## src/verilog/wwd_pkg.sv

```systemverilog
// window watchdog package: register map, field layout, reset values, timing
package wwd_pkg;

  // ---------------------------------------------------------------------------
  // register offsets
  // ---------------------------------------------------------------------------
  localparam logic [7:0] CounterControlOffset    = 8'h00;
  localparam logic [7:0] WindowConfigOffset      = 8'h04;
  localparam logic [7:0] EarlyWarningStatusOffset = 8'h08;
  localparam logic [7:0] IrqStatusOffset         = 8'h0C;
  localparam logic [7:0] IrqMaskOffset           = 8'h10;

  // ---------------------------------------------------------------------------
  // field positions
  // ---------------------------------------------------------------------------
  localparam int CountMsb        = 6;
  localparam int ActivateBit     = 7;
  localparam int DividerLsb      = 7;
  localparam int DividerMsb      = 8;
  localparam int IrqEnableBit    = 9;
  localparam int AlertFlagBit    = 0;
  localparam int IrqCountReached = 0;
  localparam int IrqEarlyRefresh = 1;
  localparam int IrqResetReq     = 2;
  localparam int IrqWidth        = 3;

  // ---------------------------------------------------------------------------
  // reset values and thresholds
  // ---------------------------------------------------------------------------
  localparam logic [6:0] CountReset   = 7'h7F;
  localparam logic [6:0] WindowReset  = 7'h7F;
  localparam logic [6:0] WarnCount    = 7'h40;
  localparam logic [IrqWidth-1:0] IrqMaskReset = 3'h0;

  // ---------------------------------------------------------------------------
  // time base: fixed predivider of 4096 bus clocks
  // ---------------------------------------------------------------------------
  localparam int         PreDivide    = 4096;
  localparam int         PreWidth     = 12;
  localparam logic [11:0] PreLast     = 12'(PreDivide - 1);

endpackage : wwd_pkg

```

## src/verilog/wwd_tick_gen.sv

```systemverilog
// time base generator: bus clock divided by 4096, then by 1, 2, 4 or 8
`timescale 1ns/10ps
module wwd_tick_gen (
  // clock and reset
  input  wire logic       sys_clk,
  input  wire logic       rst,
  // control
  input  wire logic       run,
  input  wire logic [1:0] dividerExponent,
  // tick out
  output logic            tick
);

  logic [wwd_pkg::PreWidth-1:0] preCnt_reg;
  logic [2:0]                   postCnt_reg;
  logic [2:0]                   postMask;
  wire                          preWrap;
  wire                          postWrap;

  // post divider wraps after 2^exponent pre ticks
  assign postMask = 3'((4'h1 << dividerExponent) - 4'h1);
  assign preWrap  = run && (preCnt_reg == wwd_pkg::PreLast);
  assign postWrap = (postCnt_reg & postMask) == postMask;

  always_ff @(posedge sys_clk) begin
    if (rst) begin
      preCnt_reg  <= '0;
      postCnt_reg <= 3'h0;
      tick        <= 1'b0;
    end else begin
      tick <= preWrap && postWrap;
      if (run) begin
        preCnt_reg <= preWrap ? '0 : preCnt_reg + 1'b1;
      end
      if (preWrap) begin
        postCnt_reg <= postWrap ? 3'h0 : postCnt_reg + 3'h1;
      end
    end
  end

endmodule : wwd_tick_gen

```

## src/verilog/window_watchdog.sv

```systemverilog
// window watchdog top: registers, downcounter, reset request and interrupt
// Operation
// - 7-bit downcounter runs once activated
// - counter field reads live, write reloads
// - reset when counter falls 0x40 to 0x3F
// - reset on reload above window value
// - reload inside window with bit 6 set gives no reset
// - disabled after reset until activate set
// - activate bit set-only, reset clears it
// - time base is bus clock/4096/2^code
// - timeout scales with low six bits plus one
// - early flag set at 0x40 or early reload
// - early flag cleared by writing zero
// - enable bit routes early condition to interrupt
// - irq enable set-only, cleared by resets
// - window field holds premature refresh threshold
// - debug halt freezes counter when enabled
//
// The implementer's own choice: the address-and-strobe port.
`timescale 1ns/10ps
module window_watchdog (
  // clock and reset
  input  wire logic        sys_clk,
  input  wire logic        rst,
  // software reset from the clock controller; clears only the early alert irq enable
  input  wire logic        unitSoftReset,
  // debug
  input  wire logic        coreHalted,
  input  wire logic        haltOnDebug,
  // register port
  input  wire logic [7:0]  regAddr,
  input  wire logic [31:0] regWrData,
  input  wire logic        regWrite,
  input  wire logic        regRead,
  output logic      [31:0] regRdData,
  // system outputs
  output logic             systemResetReq,
  output logic             irq,
  output logic             earlyAlertIrq
);

  // ---------------------------------------------------------------------------
  // state
  // ---------------------------------------------------------------------------
  logic [6:0]                   downCountValue_reg;
  logic                         watchdogActivate_reg;
  logic [6:0]                   refreshLimit_reg;
  logic [1:0]                   tickDividerSelect_reg;
  logic                         earlyAlertIrqEnable_reg;
  logic                         earlyAlertFlag_reg;
  logic [wwd_pkg::IrqWidth-1:0] irqStatus_reg;
  logic [wwd_pkg::IrqWidth-1:0] irqMask_reg;
  logic                         tick;

  // ---------------------------------------------------------------------------
  // next values
  // ---------------------------------------------------------------------------
  logic [6:0]                   downCountValue_next;
  logic                         watchdogActivate_next;
  logic [6:0]                   refreshLimit_next;
  logic [1:0]                   tickDividerSelect_next;
  logic                         earlyAlertIrqEnable_next;
  logic                         earlyAlertFlag_next;
  logic [wwd_pkg::IrqWidth-1:0] irqStatus_next;
  logic [wwd_pkg::IrqWidth-1:0] irqMask_next;
  logic                         systemResetReq_next;
  logic                         irq_next;
  logic                         earlyAlertIrq_next;
  logic [31:0]                  regRdData_next;

  // ---------------------------------------------------------------------------
  // helper functions
  // ---------------------------------------------------------------------------
  // exact byte address match; a partial decode would alias registers
  function automatic logic addrHit(
    input logic [7:0] addr,
    input logic [7:0] offset
  );
    return addr == offset;
  endfunction : addrHit

  // sticky bits: an event in the same cycle as a clear keeps the bit set
  function automatic logic [wwd_pkg::IrqWidth-1:0] stickyNext(
    input logic [wwd_pkg::IrqWidth-1:0] cur,
    input logic [wwd_pkg::IrqWidth-1:0] clr,
    input logic [wwd_pkg::IrqWidth-1:0] set
  );
    return (cur & ~clr) | set;
  endfunction : stickyNext

  // set-only control bit: software can raise it, only a reset lowers it
  function automatic logic setOnlyNext(
    input logic cur,
    input logic setWr
  );
    return cur || setWr;
  endfunction : setOnlyNext

  // early alert flag: a written zero clears it, the event wins
  function automatic logic alertFlagNext(
    input logic cur,
    input logic set,
    input logic zeroWr
  );
    return set || (cur && !zeroWr);
  endfunction : alertFlagNext

  // ---------------------------------------------------------------------------
  // decode
  // ---------------------------------------------------------------------------
  wire selCtrl   = addrHit(regAddr, wwd_pkg::CounterControlOffset);
  wire selCfg    = addrHit(regAddr, wwd_pkg::WindowConfigOffset);
  wire selStat   = addrHit(regAddr, wwd_pkg::EarlyWarningStatusOffset);
  wire selIrqSt  = addrHit(regAddr, wwd_pkg::IrqStatusOffset);
  wire selIrqMsk = addrHit(regAddr, wwd_pkg::IrqMaskOffset);

  wire wrCtrl   = regWrite && selCtrl;
  wire wrCfg    = regWrite && selCfg;
  wire wrStat   = regWrite && selStat;
  wire wrIrqSt  = regWrite && selIrqSt;
  wire wrIrqMsk = regWrite && selIrqMsk;

  // write data fields, named once so each register picks its own slice
  wire [6:0] wrCount     = regWrData[wwd_pkg::CountMsb:0];
  wire [6:0] wrWindow    = regWrData[wwd_pkg::CountMsb:0];
  wire       wrActivate  = regWrData[wwd_pkg::ActivateBit];
  wire [1:0] wrDivider   = regWrData[wwd_pkg::DividerMsb:wwd_pkg::DividerLsb];
  wire       wrIrqEnable = regWrData[wwd_pkg::IrqEnableBit];
  wire       wrFlagZero  = !regWrData[wwd_pkg::AlertFlagBit];
  wire [wwd_pkg::IrqWidth-1:0] wrIrqBits = regWrData[wwd_pkg::IrqWidth-1:0];

  // ---------------------------------------------------------------------------
  // counter events
  // ---------------------------------------------------------------------------
  // a frozen core in debug stops the time base as well, so the prescaler holds its count
  wire running    = watchdogActivate_reg && !(haltOnDebug && coreHalted);
  wire decStep    = running && tick;
  wire hitWarn    = decStep && (downCountValue_reg == 7'(wwd_pkg::WarnCount + 7'h01));
  wire hitExpire  = decStep && (downCountValue_reg == wwd_pkg::WarnCount);
  wire earlyWrite = wrCtrl && watchdogActivate_reg &&
                    (downCountValue_reg > refreshLimit_reg);
  // activation in the same write that loads a low count still triggers at once
  wire lowLoad    = wrCtrl && (watchdogActivate_reg || regWrData[wwd_pkg::ActivateBit]) &&
                    !wrCount[wwd_pkg::CountMsb];
  wire alertEvent = hitWarn || earlyWrite;
  wire resetEvent = hitExpire || earlyWrite || lowLoad;

  wire [wwd_pkg::IrqWidth-1:0] irqEvents = {resetEvent, earlyWrite, hitWarn};
  wire [wwd_pkg::IrqWidth-1:0] irqClear  = wrIrqSt ? wrIrqBits : '0;

  // ---------------------------------------------------------------------------
  // time base
  // ---------------------------------------------------------------------------
  wwd_tick_gen i_wwd_tick_gen (
    .sys_clk         (sys_clk),
    .rst             (rst),
    .run             (running),
    .dividerExponent (tickDividerSelect_reg),
    .tick            (tick)
  );

  // ---------------------------------------------------------------------------
  // control register
  // ---------------------------------------------------------------------------
  // a reload takes priority over a tick that lands in the same cycle
  assign downCountValue_next   = wrCtrl  ? wrCount :
                                 decStep ? 7'(downCountValue_reg - 7'h01) : downCountValue_reg;
  assign watchdogActivate_next = setOnlyNext(watchdogActivate_reg, wrCtrl && wrActivate);

  always_ff @(posedge sys_clk) begin
    if (rst) begin
      downCountValue_reg   <= wwd_pkg::CountReset;
      watchdogActivate_reg <= 1'b0;
    end else begin
      downCountValue_reg   <= downCountValue_next;
      watchdogActivate_reg <= watchdogActivate_next;
    end
  end

  // ---------------------------------------------------------------------------
  // configuration register
  // ---------------------------------------------------------------------------
  assign refreshLimit_next      = wrCfg ? wrWindow : refreshLimit_reg;
  assign tickDividerSelect_next = wrCfg ? wrDivider : tickDividerSelect_reg;
  // the clock controller's soft reset outranks a set in the same cycle
  assign earlyAlertIrqEnable_next = !unitSoftReset &&
                                    setOnlyNext(earlyAlertIrqEnable_reg, wrCfg && wrIrqEnable);

  always_ff @(posedge sys_clk) begin
    if (rst) begin
      refreshLimit_reg        <= wwd_pkg::WindowReset;
      tickDividerSelect_reg   <= 2'h0;
      earlyAlertIrqEnable_reg <= 1'b0;
    end else begin
      refreshLimit_reg        <= refreshLimit_next;
      tickDividerSelect_reg   <= tickDividerSelect_next;
      earlyAlertIrqEnable_reg <= earlyAlertIrqEnable_next;
    end
  end

  // ---------------------------------------------------------------------------
  // early alert flag: set wins over a write of zero in the same cycle
  // ---------------------------------------------------------------------------
  assign earlyAlertFlag_next = alertFlagNext(earlyAlertFlag_reg, alertEvent, wrStat && wrFlagZero);

  always_ff @(posedge sys_clk) begin
    if (rst) begin
      earlyAlertFlag_reg <= 1'b0;
    end else begin
      earlyAlertFlag_reg <= earlyAlertFlag_next;
    end
  end

  // ---------------------------------------------------------------------------
  // general event status, write one to clear, and mask, written directly
  // ---------------------------------------------------------------------------
  assign irqStatus_next = stickyNext(irqStatus_reg, irqClear, irqEvents);
  assign irqMask_next   = wrIrqMsk ? wrIrqBits : irqMask_reg;

  always_ff @(posedge sys_clk) begin
    if (rst) begin
      irqStatus_reg <= '0;
      irqMask_reg   <= wwd_pkg::IrqMaskReset;
    end else begin
      irqStatus_reg <= irqStatus_next;
      irqMask_reg   <= irqMask_next;
    end
  end

  // ---------------------------------------------------------------------------
  // outputs
  // ---------------------------------------------------------------------------
  assign systemResetReq_next = resetEvent;
  // built from next values so the level outputs do not lag their registers
  assign irq_next            = |(irqStatus_next & irqMask_next);
  assign earlyAlertIrq_next  = earlyAlertIrqEnable_next && earlyAlertFlag_next;

  always_ff @(posedge sys_clk) begin
    if (rst) begin
      systemResetReq <= 1'b0;
      irq            <= 1'b0;
      earlyAlertIrq  <= 1'b0;
    end else begin
      systemResetReq <= systemResetReq_next;
      irq            <= irq_next;
      earlyAlertIrq  <= earlyAlertIrq_next;
    end
  end

  // ---------------------------------------------------------------------------
  // read path, one cycle after the strobe
  // ---------------------------------------------------------------------------
  wire [31:0] rdCtrlWord   = {24'h000000, watchdogActivate_reg, downCountValue_reg};
  wire [31:0] rdCfgWord    = {22'h000000, earlyAlertIrqEnable_reg, tickDividerSelect_reg, refreshLimit_reg};
  wire [31:0] rdStatWord   = {31'h00000000, earlyAlertFlag_reg};
  wire [31:0] rdIrqStWord  = {29'h00000000, irqStatus_reg};
  wire [31:0] rdIrqMskWord = {29'h00000000, irqMask_reg};

  // selects are one-hot by exact decode; an unmapped address reads zero
  wire [31:0] rdMux = ({32{selCtrl}}   & rdCtrlWord)  |
                      ({32{selCfg}}    & rdCfgWord)   |
                      ({32{selStat}}   & rdStatWord)  |
                      ({32{selIrqSt}}  & rdIrqStWord) |
                      ({32{selIrqMsk}} & rdIrqMskWord);

  // zero outside a read so a stale word never lingers on the bus
  assign regRdData_next = regRead ? rdMux : 32'h0000_0000;

  always_ff @(posedge sys_clk) begin
    if (rst) begin
      regRdData <= 32'h0000_0000;
    end else begin
      regRdData <= regRdData_next;
    end
  end

endmodule : window_watchdog

```

## config.mk

```make
export PLATFORM = sky130hd
export DESIGN_NAME = window_watchdog
export DESIGN_NICKNAME = d
export VERILOG_FILES = /design/src/verilog/wwd_pkg.sv /design/src/verilog/wwd_tick_gen.sv /design/src/verilog/window_watchdog.sv
export SDC_FILE = /design/constraint.sdc
export NUM_CORES = 1
export LEC_CHECK = 0
export ABC_AREA = 1
export BUFFER_PORTS_ARGS = -buffer_cell sky130_fd_sc_hd__buf_2
export CAP_MARGIN = 15
export CORE_MARGIN = 4
export CORE_UTILIZATION = 41
export CTS_CLUSTER_SIZE = 30
export DETAILED_ROUTE_END_ITERATION = 8
export PLACE_DENSITY = 0.65
export SYNTH_ARGS = -nofsm -noshare
export SYNTH_HDL_FRONTEND = slang
export SYNTH_SLANG_ARGS = --single-unit
```

## constraint.sdc

```tcl
create_clock -name sys_clk -period 1.5 [get_ports sys_clk]
set_input_delay 0.3 -clock sys_clk [delete_from_list [all_inputs] [get_ports sys_clk]]
set_output_delay 0.3 -clock sys_clk [all_outputs]
set_load 0.01 [all_outputs]
```

==> results.yml, run 1 <==
power:
  power_mw: 2.485
  vdd_drop_max_mv: 0.3704
  power_density_nw_per_um2: 708.7
  p_leak_nw: 1.615
global_routing:
  grt_overflow_total: 0
  grtUsageTotal_pct: 14.73
  antenna_found_initial: 0
  grt_max_degree: 24
  grt_pass1_wl_mm: 10.32
  grt_pass1_vias: 2288
worst_hold_path:
  hp-start: "unitSoftReset"
  min_path_type: "in2reg"
sta:
  finalHoldViolCount: 0
  setup_slack_ns: 0.06364
  tns_ns: 0
  setup_viol: 0
  post-route-min-period_ns: 1.436
  maxSlewViolCount: 0
  min_period_over_period_pct: 95.76
  rsz0062_at_grt: "true"
  timing.hold.ws_ns: 0.2283
  fmax_mhz: 696.2
  fin_worst_skew_ns: 0.007012
finish:
  final_core_util_pct: 51.60
  fin_nets: 507
  layout_common_cells: "nand2_1, dfxtp_1, buf_2"
  drive_above_1_share_pct: 28.95
  area_growth_syn_to_layout_pct: 21.77
  fill_cells: 644
  largest_reg_flops: 12
  mostFrequentLayoutCell: "nand2_1"
  antenna_cells: 0
worst_setup_path:
  required_ns: 1.72
  worstRegToRegCells: 9
  worst-endpoint-arrival_ns: 1.65
  startpoint: "refreshLimit_reg[3]"
  cp_common_cell: "nand2_1"
  cp-end-kind: "flop"
  critical_path_buf_inv_count: 1
  crit_slowest_cell: "dfxtp_1"
  critPathCapture: "irq"
  r2r_setup_slack_ns: 0.06
  path_class: "reg2reg"
  rr_startpoint: "refreshLimit_reg[3]"
  critPathMaxFanout: 5
  r2r-end: "irq"
  path_depth: 9
  crit_family: "simple AND/OR/NAND/NOR gates"
  crit_path_cell_trace: "inv_1 > ha_1 > nand2_1 > nor2_4 > nand3_2 > nand3_4 > nand4_1 > nand2_1 > nand2_1"
  cp-start-kind: "flop"
  cp_slowest_stage_delay_ns: 0.35
clock_tree:
  root_buffer: "clkbuf_8"
  cts.sinks: 54
  cts_buffers: 5
  clk_pin_slew_worst_paths_ns: 0.10
  cts_buffer_depth: 2
  cts_tree: "yes"
  htree_levels: 2
  insertion_delay_ns: 0.31
die:
  rows: 30
  floorplan.initialDensity_pct: 42.38
  die_area_sq_um: 8426
  io_pins: 82
  dieHeight_um: 91.80
  core-area_sq_um: 6794
  fp.dieW_um: 91.80
place:
  io_buffers: 37
  place_hpwl_mm: 4.762
  place_ws_ns: -0.02430
  gp_congestion: 0.8881
yosys:
  ys_ff_latch: 54
  synth.area.top_cells: "dfxtp_1, nand2_1, buf_4"
  syn_inst: 384
  yosys.area.top_type: "dfxtp_1"
  synth_area_sq_um: 2879
  yosysUniqueCellTypes: 36
  netlist.area_leader.share_pct: 37.55
  yosysSeqAreaShare_pct: 37.55
  syn_avg_cell_area_sq_um: 7.497
  yosys_warnings: 0
drt:
  drt_iter0_markers: 143
  wl_per_cell_um: 11.56
  routed_wl_mm: 6.299
  firstDrtPassIters: 4
  vias: 2525
  drtAntennaViolNets: 0
  drc_errors: 0
  vias_per_cell: 4.633
flow_run:
  drv_cap: 0
outcome:
  status: "finished clean"
-- cells by family (layout without fill, tap and decap cells) --
logic type | Yosys count | in the layout | synth area share (%)
AOI/OAI and AO/OA | 50 | 50 | 11.17
DFF | 54 | 54 | 37.55
adders and majority gates | 12 | 12 | 5.215
and+or+nand+nor | 185 | 185 | 30.25
buffers and inverters | 71 | 115 | 12.34
xor gates and xnor gates | 11 | 11 | 3.346
other | 1 | 22 | 0.1303
-- how the worst min path moves through the flow --
stage	to	slack [ns]	depth (start not counted)
6_report	earlyAlertIrqEnable_reg	0.23	3
5_1_grt	earlyAlertIrqEnable_reg	0.22	3
4_1_cts	refreshLimit_reg[6]	0.22	3
3_5_place_dp	regRdData[9]	0.44	2
3_3_place_gp	regRdData[9]	0.44	2
2_1_floorplan	regRdData[9]	0.42	2
-- cell type report --
cell class | instances | area, sq um | area share [%]
multi-input cells | 280 | 1635 | 46.65
flip-flops and latches | 54 | 1091 | 31.12
repair buffers | 64 | 387.9 | 11.06
inverters | 43 | 166.4 | 4.747
well taps | 96 | 120.1 | 3.426
clock buffers | 7 | 96.34 | 2.748
clock inverters | 1 | 8.758 | 0.2498
-- metal layers --
layer	share of wire, %	wire length [um]	vias up	global-route usage, %
met5	0	0	-	0
met4	0.71	45	0	3.465
met3	5.8	363	5	3.117
met2	47	2990	63	24.53
met1	46	2900	1137	19.52
li1	-	-	1320	-
-- worst reg2reg max path, stage by stage (launching register included) --
cell     delay (ns)
dfxtp_1        0.35
inv_1          0.06
ha_1           0.27
nand2_1        0.08
nor2_4         0.11
nand3_2        0.09
nand3_4        0.12
nand4_1        0.13
nand2_1        0.08
nand2_1        0.04
-- report_power, final --
| group | switching [mW] | internal (mW) | total [mW] |
|---|---|---|---|
| clock network | 0.483 | 0.424 | 0.907 |
| logic | 0.102 | 0.0409 | 0.142 |
| registers | 0.000942 | 1.43 | 1.43 |
| total | 0.586 | 1.90 | 2.48 |
-- timing repair --
action,in CTS,in global routing
pin swaps,4,12
setup buffers,0,4
setup endpoints to repair,5,20
hold buffers,0,0
gates resized for setup,4,30
-- synth_stat cells (all sizes together) --
library cell    n
xnor2           6
inv            43
a31oi           1
dfxtp          54
buf            25
a41oi           2
clkbuf          3
o211ai          8
o2111ai         5
a21oi          25
o22ai           1
o21ai           5
nand3b          1
nand3          23
conb            1
a211oi          1
nor2           44
ha             12
xor2            5
a21o            2
nand2         103
nor3            7
nand4           7
-- per-stage QoR --
step	std cells	area, sq um
2_1_floorplan	405	2958
5_1_grt	545	3506
3_3_place_gp	533	3244
6_report	545	3506
4_1_cts	541	3368
3_5_place_dp	533	3244
Note: power is estimated with default switching activity, not from simulation.
==> run 2, diff against run 1 <==
--- a/config.mk
+++ b/config.mk
@@ -6,13 +6,12 @@
 export NUM_CORES = 1
 export LEC_CHECK = 0
 export ABC_AREA = 1
-export BUFFER_PORTS_ARGS = -buffer_cell sky130_fd_sc_hd__buf_2
 export CAP_MARGIN = 15
 export CORE_MARGIN = 4
 export CORE_UTILIZATION = 41
 export CTS_CLUSTER_SIZE = 30
 export DETAILED_ROUTE_END_ITERATION = 8
-export PLACE_DENSITY = 0.65
+export DONT_BUFFER_PORTS = 1
 export SYNTH_ARGS = -nofsm -noshare
 export SYNTH_HDL_FRONTEND = slang
 export SYNTH_SLANG_ARGS = --single-unit
==> run 2 against run 1 <==
Compared with the run above: first-iteration DRC count fell by 31%; clock skew barely moved; design area decreased by 6.0%; global-route usage grew 0.36 points; worst setup slack better by 0.0074 ns; total power is 1.2% higher; register-to-register slack barely moved; non-clock buffer count is 37 lower; critical path type unchanged.
==> results.yml, run 2 (synthesis gave the netlist of run 1 again) <==
outcome:
  status: "finished clean"
sta:
  fmax_mhz: 699.8
  fin_worst_skew_ns: 0.007318
  timing.hold.ws_ns: 0.04036
  post-route-min-period_ns: 1.429
  min_period_over_period_pct: 95.26
  setup_viol: 0
  finalHoldViolCount: 0
  maxSlewViolCount: 0
  rsz0062_at_grt: "true"
place:
  place_area_sq_um: 3044
  gp_congestion: 0.8342
  io_buffers: 0
  place_hpwl_mm: 4.752
die:
  floorplan.initialDensity_pct: 42.38
  die_area_sq_um: 8426
  io_pins: 82
  fp.dieW_um: 91.80
  core-area_sq_um: 6794
  rows: 30
  dieHeight_um: 91.80
drt:
  drtAntennaViolNets: 0
  met3WireLength_um: 386
  wl_per_cell_um: 12.58
  drc_errors: 0
  routed_wl_mm: 6.389
  vias: 2436
  firstDrtPassIters: 4
  dr.max_layer_used: "met4"
  drt_iter0_markers: 98
  wl_met2_mm: 2.995
  vias_per_cell: 4.795
  wl_met1_mm: 2.922
finish:
  largest_reg_flops: 12
  final_core_util_pct: 48.51
  drive_above_1_share_pct: 21.36
  multiInputGateArea_sq_um: 1603
  ff_latch_area_sq_um: 1091
  layout_common_cells: "nand2_1, dfxtp_1, inv_1"
  area_growth_syn_to_layout_pct: 14.47
  mostFrequentLayoutCell: "nand2_1"
  fin_nets: 470
  antenna_cells: 0
  fill_cells: 665
  design_area_sq_um: 3296
worst_setup_path:
  critPathMaxFanout: 5
  cp-end-kind: "flop"
  cp_common_cell: "nand2_1"
  crit_path_cell_trace: "inv_1 > ha_1 > nand2_1 > nor2_2 > nand2_1 > nand2_1 > nand3_2 > nand2_2 > nand2_1 > nand2_1 > inv_1 > nand2_1"
  required_ns: 1.76
  path_class: "reg2reg"
  cp_slowest_stage_delay_ns: 0.34
  critical_path_buf_inv_count: 2
  cp-start-kind: "flop"
  crit_family: "simple AND/OR/NAND/NOR gates"
  worst-endpoint-arrival_ns: 1.69
  crit_slowest_cell: "dfxtp_2"
clock_tree:
  clk_pin_slew_worst_paths_ns: 0.10
  cts_buffers: 5
  root_buffer: "clkbuf_8"
  cts.sinks: 54
  insertion_delay_ns: 0.31
  htree_levels: 2
  cts_tree: "yes"
  holdBufCountCts: 0
  cts_buffer_depth: 2
worst_hold_path:
  min_path_type: "in2reg"
global_routing:
  grt_overflow_total: 0
  grtUsageTotal_pct: 15.10
  antenna_found_initial: 0
  grt_pass1_wl_mm: 10.16
  grt_pass1_vias: 2168
  grt_max_degree: 18
power:
  vdd_drop_max_mv: 0.4099
  power_density_nw_per_um2: 763.1
  p_leak_nw: 1.429
flow_run:
  drv_cap: 0
run 2: worst reg2reg max path, cell delays in order, from the launching register on:
cell	delay (ns)
dfxtp_2	0.34
inv_1	0.05
ha_1	0.28
nand2_1	0.07
nor2_2	0.12
nand2_1	0.06
nand2_1	0.07
nand3_2	0.12
nand2_2	0.10
nand2_1	0.04
nand2_1	0.06
inv_1	0.03
nand2_1	0.05
run 2: where the power goes:
group,internal (mW),leakage (nW),total [mW],switching [mW]
combinational,0.0187,0.939,0.0875,0.0688
clock,0.501,0.0585,0.993,0.492
sequential,1.43,0.432,1.43,0.00111
run 2: what timing repair did:
item	4_1_cts	5_1_grt
pin swaps	3	14
setup buffers	0	6
setup endpoints to repair	3	21
gates resized for setup	2	25
run 2: routing by layer:
layer	vias to the layer above	track usage (%)
li1	1254	-
met2	57	25.32
met4	0	4.084
met1	1116	18.82
met3	9	4.512
met5	-	0
run 2: final timing paths:
check	start	slack, ns	depth (start not counted)	end
max reg2reg	refreshLimit_reg[3]	0.07	12	irq
max	refreshLimit_reg[3]	0.07	12	irq
min	rst	0.04	1	watchdogActivate_reg
min reg2reg	earlyAlertIrqEnable_reg	0.47	2	regRdData[9]
run 2: area by class of cell:
cell class	instances	share of cell area (%)
clock buffers	5	2.088
clock inverters	3	1.329
inverters	43	5.049
multi-input cells	280	48.63
flip-flops and latches	54	33.11
well taps	96	3.645
repair buffers	27	6.150
run 2: through the flow:
step	setup WS (ns)	TNS [ns]	power, mW	instances
2_1_floorplan	0.1443	0	1.588	405
3_3_place_gp	-0.005628	-0.005628	1.553	494
3_5_place_dp	-0.002754	-0.002754	1.554	494
4_1_cts	0.005257	0	2.556	502
5_1_grt	-0.07238	-0.09890	2.633	508
6_report	0.07107	0	2.515	508
==> run 3, diff against run 2 <==
--- a/config.mk
+++ b/config.mk
@@ -12,6 +12,7 @@
 export CTS_CLUSTER_SIZE = 30
 export DETAILED_ROUTE_END_ITERATION = 8
 export DONT_BUFFER_PORTS = 1
+export RECOVER_POWER = 25
 export SYNTH_ARGS = -nofsm -noshare
 export SYNTH_HDL_FRONTEND = slang
 export SYNTH_SLANG_ARGS = --single-unit
==> run 3 against run 2 <==
Compared with the run above: non-clock buffer count unchanged; sequential share of layout area is 0.20 points higher; wire length grew 0.50%; largest power group unchanged; utilization is 0.29 points lower.
==> results.yml, run 3 (synthesis gave the netlist of run 1 again) <==
die:
  dieHeight_um: 91.80
  floorplan.initialDensity_pct: 42.38
  fp.dieW_um: 91.80
  io_pins: 82
  rows: 30
  die_area_sq_um: 8426
  core-area_sq_um: 6794
worst_setup_path:
  worst-endpoint-arrival_ns: 1.70
  path_class: "reg2reg"
  r2r_setup_slack_ns: 0.07
  cp-end-kind: "flop"
  crit_family: "simple AND/OR/NAND/NOR gates"
  worstRegToRegCells: 12
  cp_common_cell: "nand2_1"
  rr_startpoint: "refreshLimit_reg[3]"
  crit_slowest_cell: "dfxtp_2"
  critPathMaxFanout: 5
  crit_path_cell_trace: "inv_1 > ha_1 > nand2_1 > nor2_2 > nand2_1 > nand2_1 > nand3_2 > nand2_2 > nand2_1 > nand2_1 > inv_1 > nand2_1"
  required_ns: 1.76
  cp-start-kind: "flop"
  critical_path_buf_inv_count: 2
  r2r-end: "irq"
  cp_slowest_stage_delay_ns: 0.34
global_routing:
  grt_overflow_total: 0
  grt_pass1_wl_mm: 10.16
  grtUsageTotal_pct: 15.10
  grt_pass1_vias: 2168
  antenna_found_initial: 0
  grt_max_degree: 18
power:
  p_leak_nw: 1.430
  p_sw_share_pct: 22.38
  vdd_drop_max_mv: 0.4099
  power_density_nw_per_um2: 768.0
  p_int_mw: 1.953
  p_switching_mw: 0.5630
  pwr-share-seq_pct: 57.0
  pwr-share-clk_pct: 39.6
  power_mw: 2.516
  combPwrFrac_pct: 3.4
sta:
  min_period_over_period_pct: 95.60
  rsz0062_at_grt: "true"
  fin_worst_skew_ns: 0.007985
  setup_viol: 0
  setup_slack_ns: 0.06599
  finalHoldViolCount: 0
  fmax_mhz: 697.3
  maxSlewViolCount: 0
  timing.hold.ws_ns: 0.03998
  post-route-min-period_ns: 1.434
finish:
  drive_above_1_share_pct: 19.90
  fin_nets: 470
  mostFrequentLayoutCell: "nand2_1"
  fill_cells: 671
  largest_reg_flops: 12
  final_core_util_pct: 48.21
  antenna_cells: 0
  area_growth_syn_to_layout_pct: 13.78
  layout_common_cells: "nand2_1, dfxtp_1, inv_1, nor2_1, buf_4"
place:
  place_hpwl_mm: 4.752
  io_buffers: 0
  place_ws_ns: -0.002754
  gp_congestion: 0.8342
clock_tree:
  root_buffer: "clkbuf_8"
  cts_buffer_depth: 2
  clk_pin_slew_worst_paths_ns: 0.10
  insertion_delay_ns: 0.31
  htree_levels: 2
  cts_tree: "yes"
  cts.sinks: 54
  cts_buffers: 5
drt:
  drt_iter0_markers: 105
  vias: 2456
  drc_errors: 0
  routed_wl_mm: 6.421
  drtAntennaViolNets: 0
  wl_per_cell_um: 12.64
  vias_per_cell: 4.835
  firstDrtPassIters: 4
worst_hold_path:
  hold_depth: 1
  min_path_type: "in2reg"
  hp-start: "rst"
  holdPathEnd: "watchdogActivate_reg"
outcome:
  status: "finished clean"
flow_run:
  drv_cap: 0
-- run 3: layout make-up --
cell class	instances	area, sq um	share of cell area [%]
Clock buffer	5	68.82	2.101
Clock inverter	3	43.79	1.337
Inverter	43	166.4	5.080
Multi-Input combinational cell	280	1583	48.32
Sequential cell	54	1091	33.31
Tap cell	96	120.1	3.667
Timing Repair Buffer	27	202.7	6.188
-- run 3: power by group through the flow --
stage / combinational, mW / sequential [mW] / clock, mW
floorplan: 0.120 / 1.47 / 0
global placement: 0.0842 / 1.47 / 0
detailed placement: 0.0853 / 1.47 / 0
CTS: 0.0851 / 1.44 / 1.04
global route: 0.0921 / 1.44 / 1.10
finish: 0.0847 / 1.43 / 0.996
-- run 3: metrics by stage --
stage | std cells | area [sq um] | setup TNS [ns]
3_3_place_gp | 494 | 3044 | -0.005628
2_1_floorplan | 405 | 2958 | 0
5_1_grt | 508 | 3276 | -0.09889
6_report | 508 | 3276 | 0
4_1_cts | 502 | 3161 | 0
3_5_place_dp | 494 | 3044 | -0.002754
-- run 3: repair_timing --
| action | 4_1_cts | 5_1_grt |
|---|---|---|
| endpoints found under the setup margin | 3 | 21 |
| hold buffers | 0 | 0 |
| endpoints found under the hold margin | 0 | 0 |
| resized for setup | 2 | 25 |
| setup buffers | 0 | 6 |
| pin swaps | 3 | 14 |
-- run 3: metal layers --
layer  track usage [%]  share of wire [%]  up-vias
li1                  -                  -     1252
met1             18.82                 46     1132
met2             25.32                 47       64
met3             4.512                6.2        8
met4             4.084                1.3        0
met5                 0                  0        -
-- run 3: how the worst max path moves through the flow --
stage	startpoint	cells past startpoint	slack (ns)	end
floorplan	refreshLimit_reg[6]	11	0.14	irq
global placement	refreshLimit_reg[6]	9	-0.006	irq
detailed placement	refreshLimit_reg[6]	11	-0.003	irq
CTS	refreshLimit_reg[6]	9	0.005	irq
global route	refreshLimit_reg[3]	12	-0.07	irq
finish	refreshLimit_reg[3]	12	0.07	irq
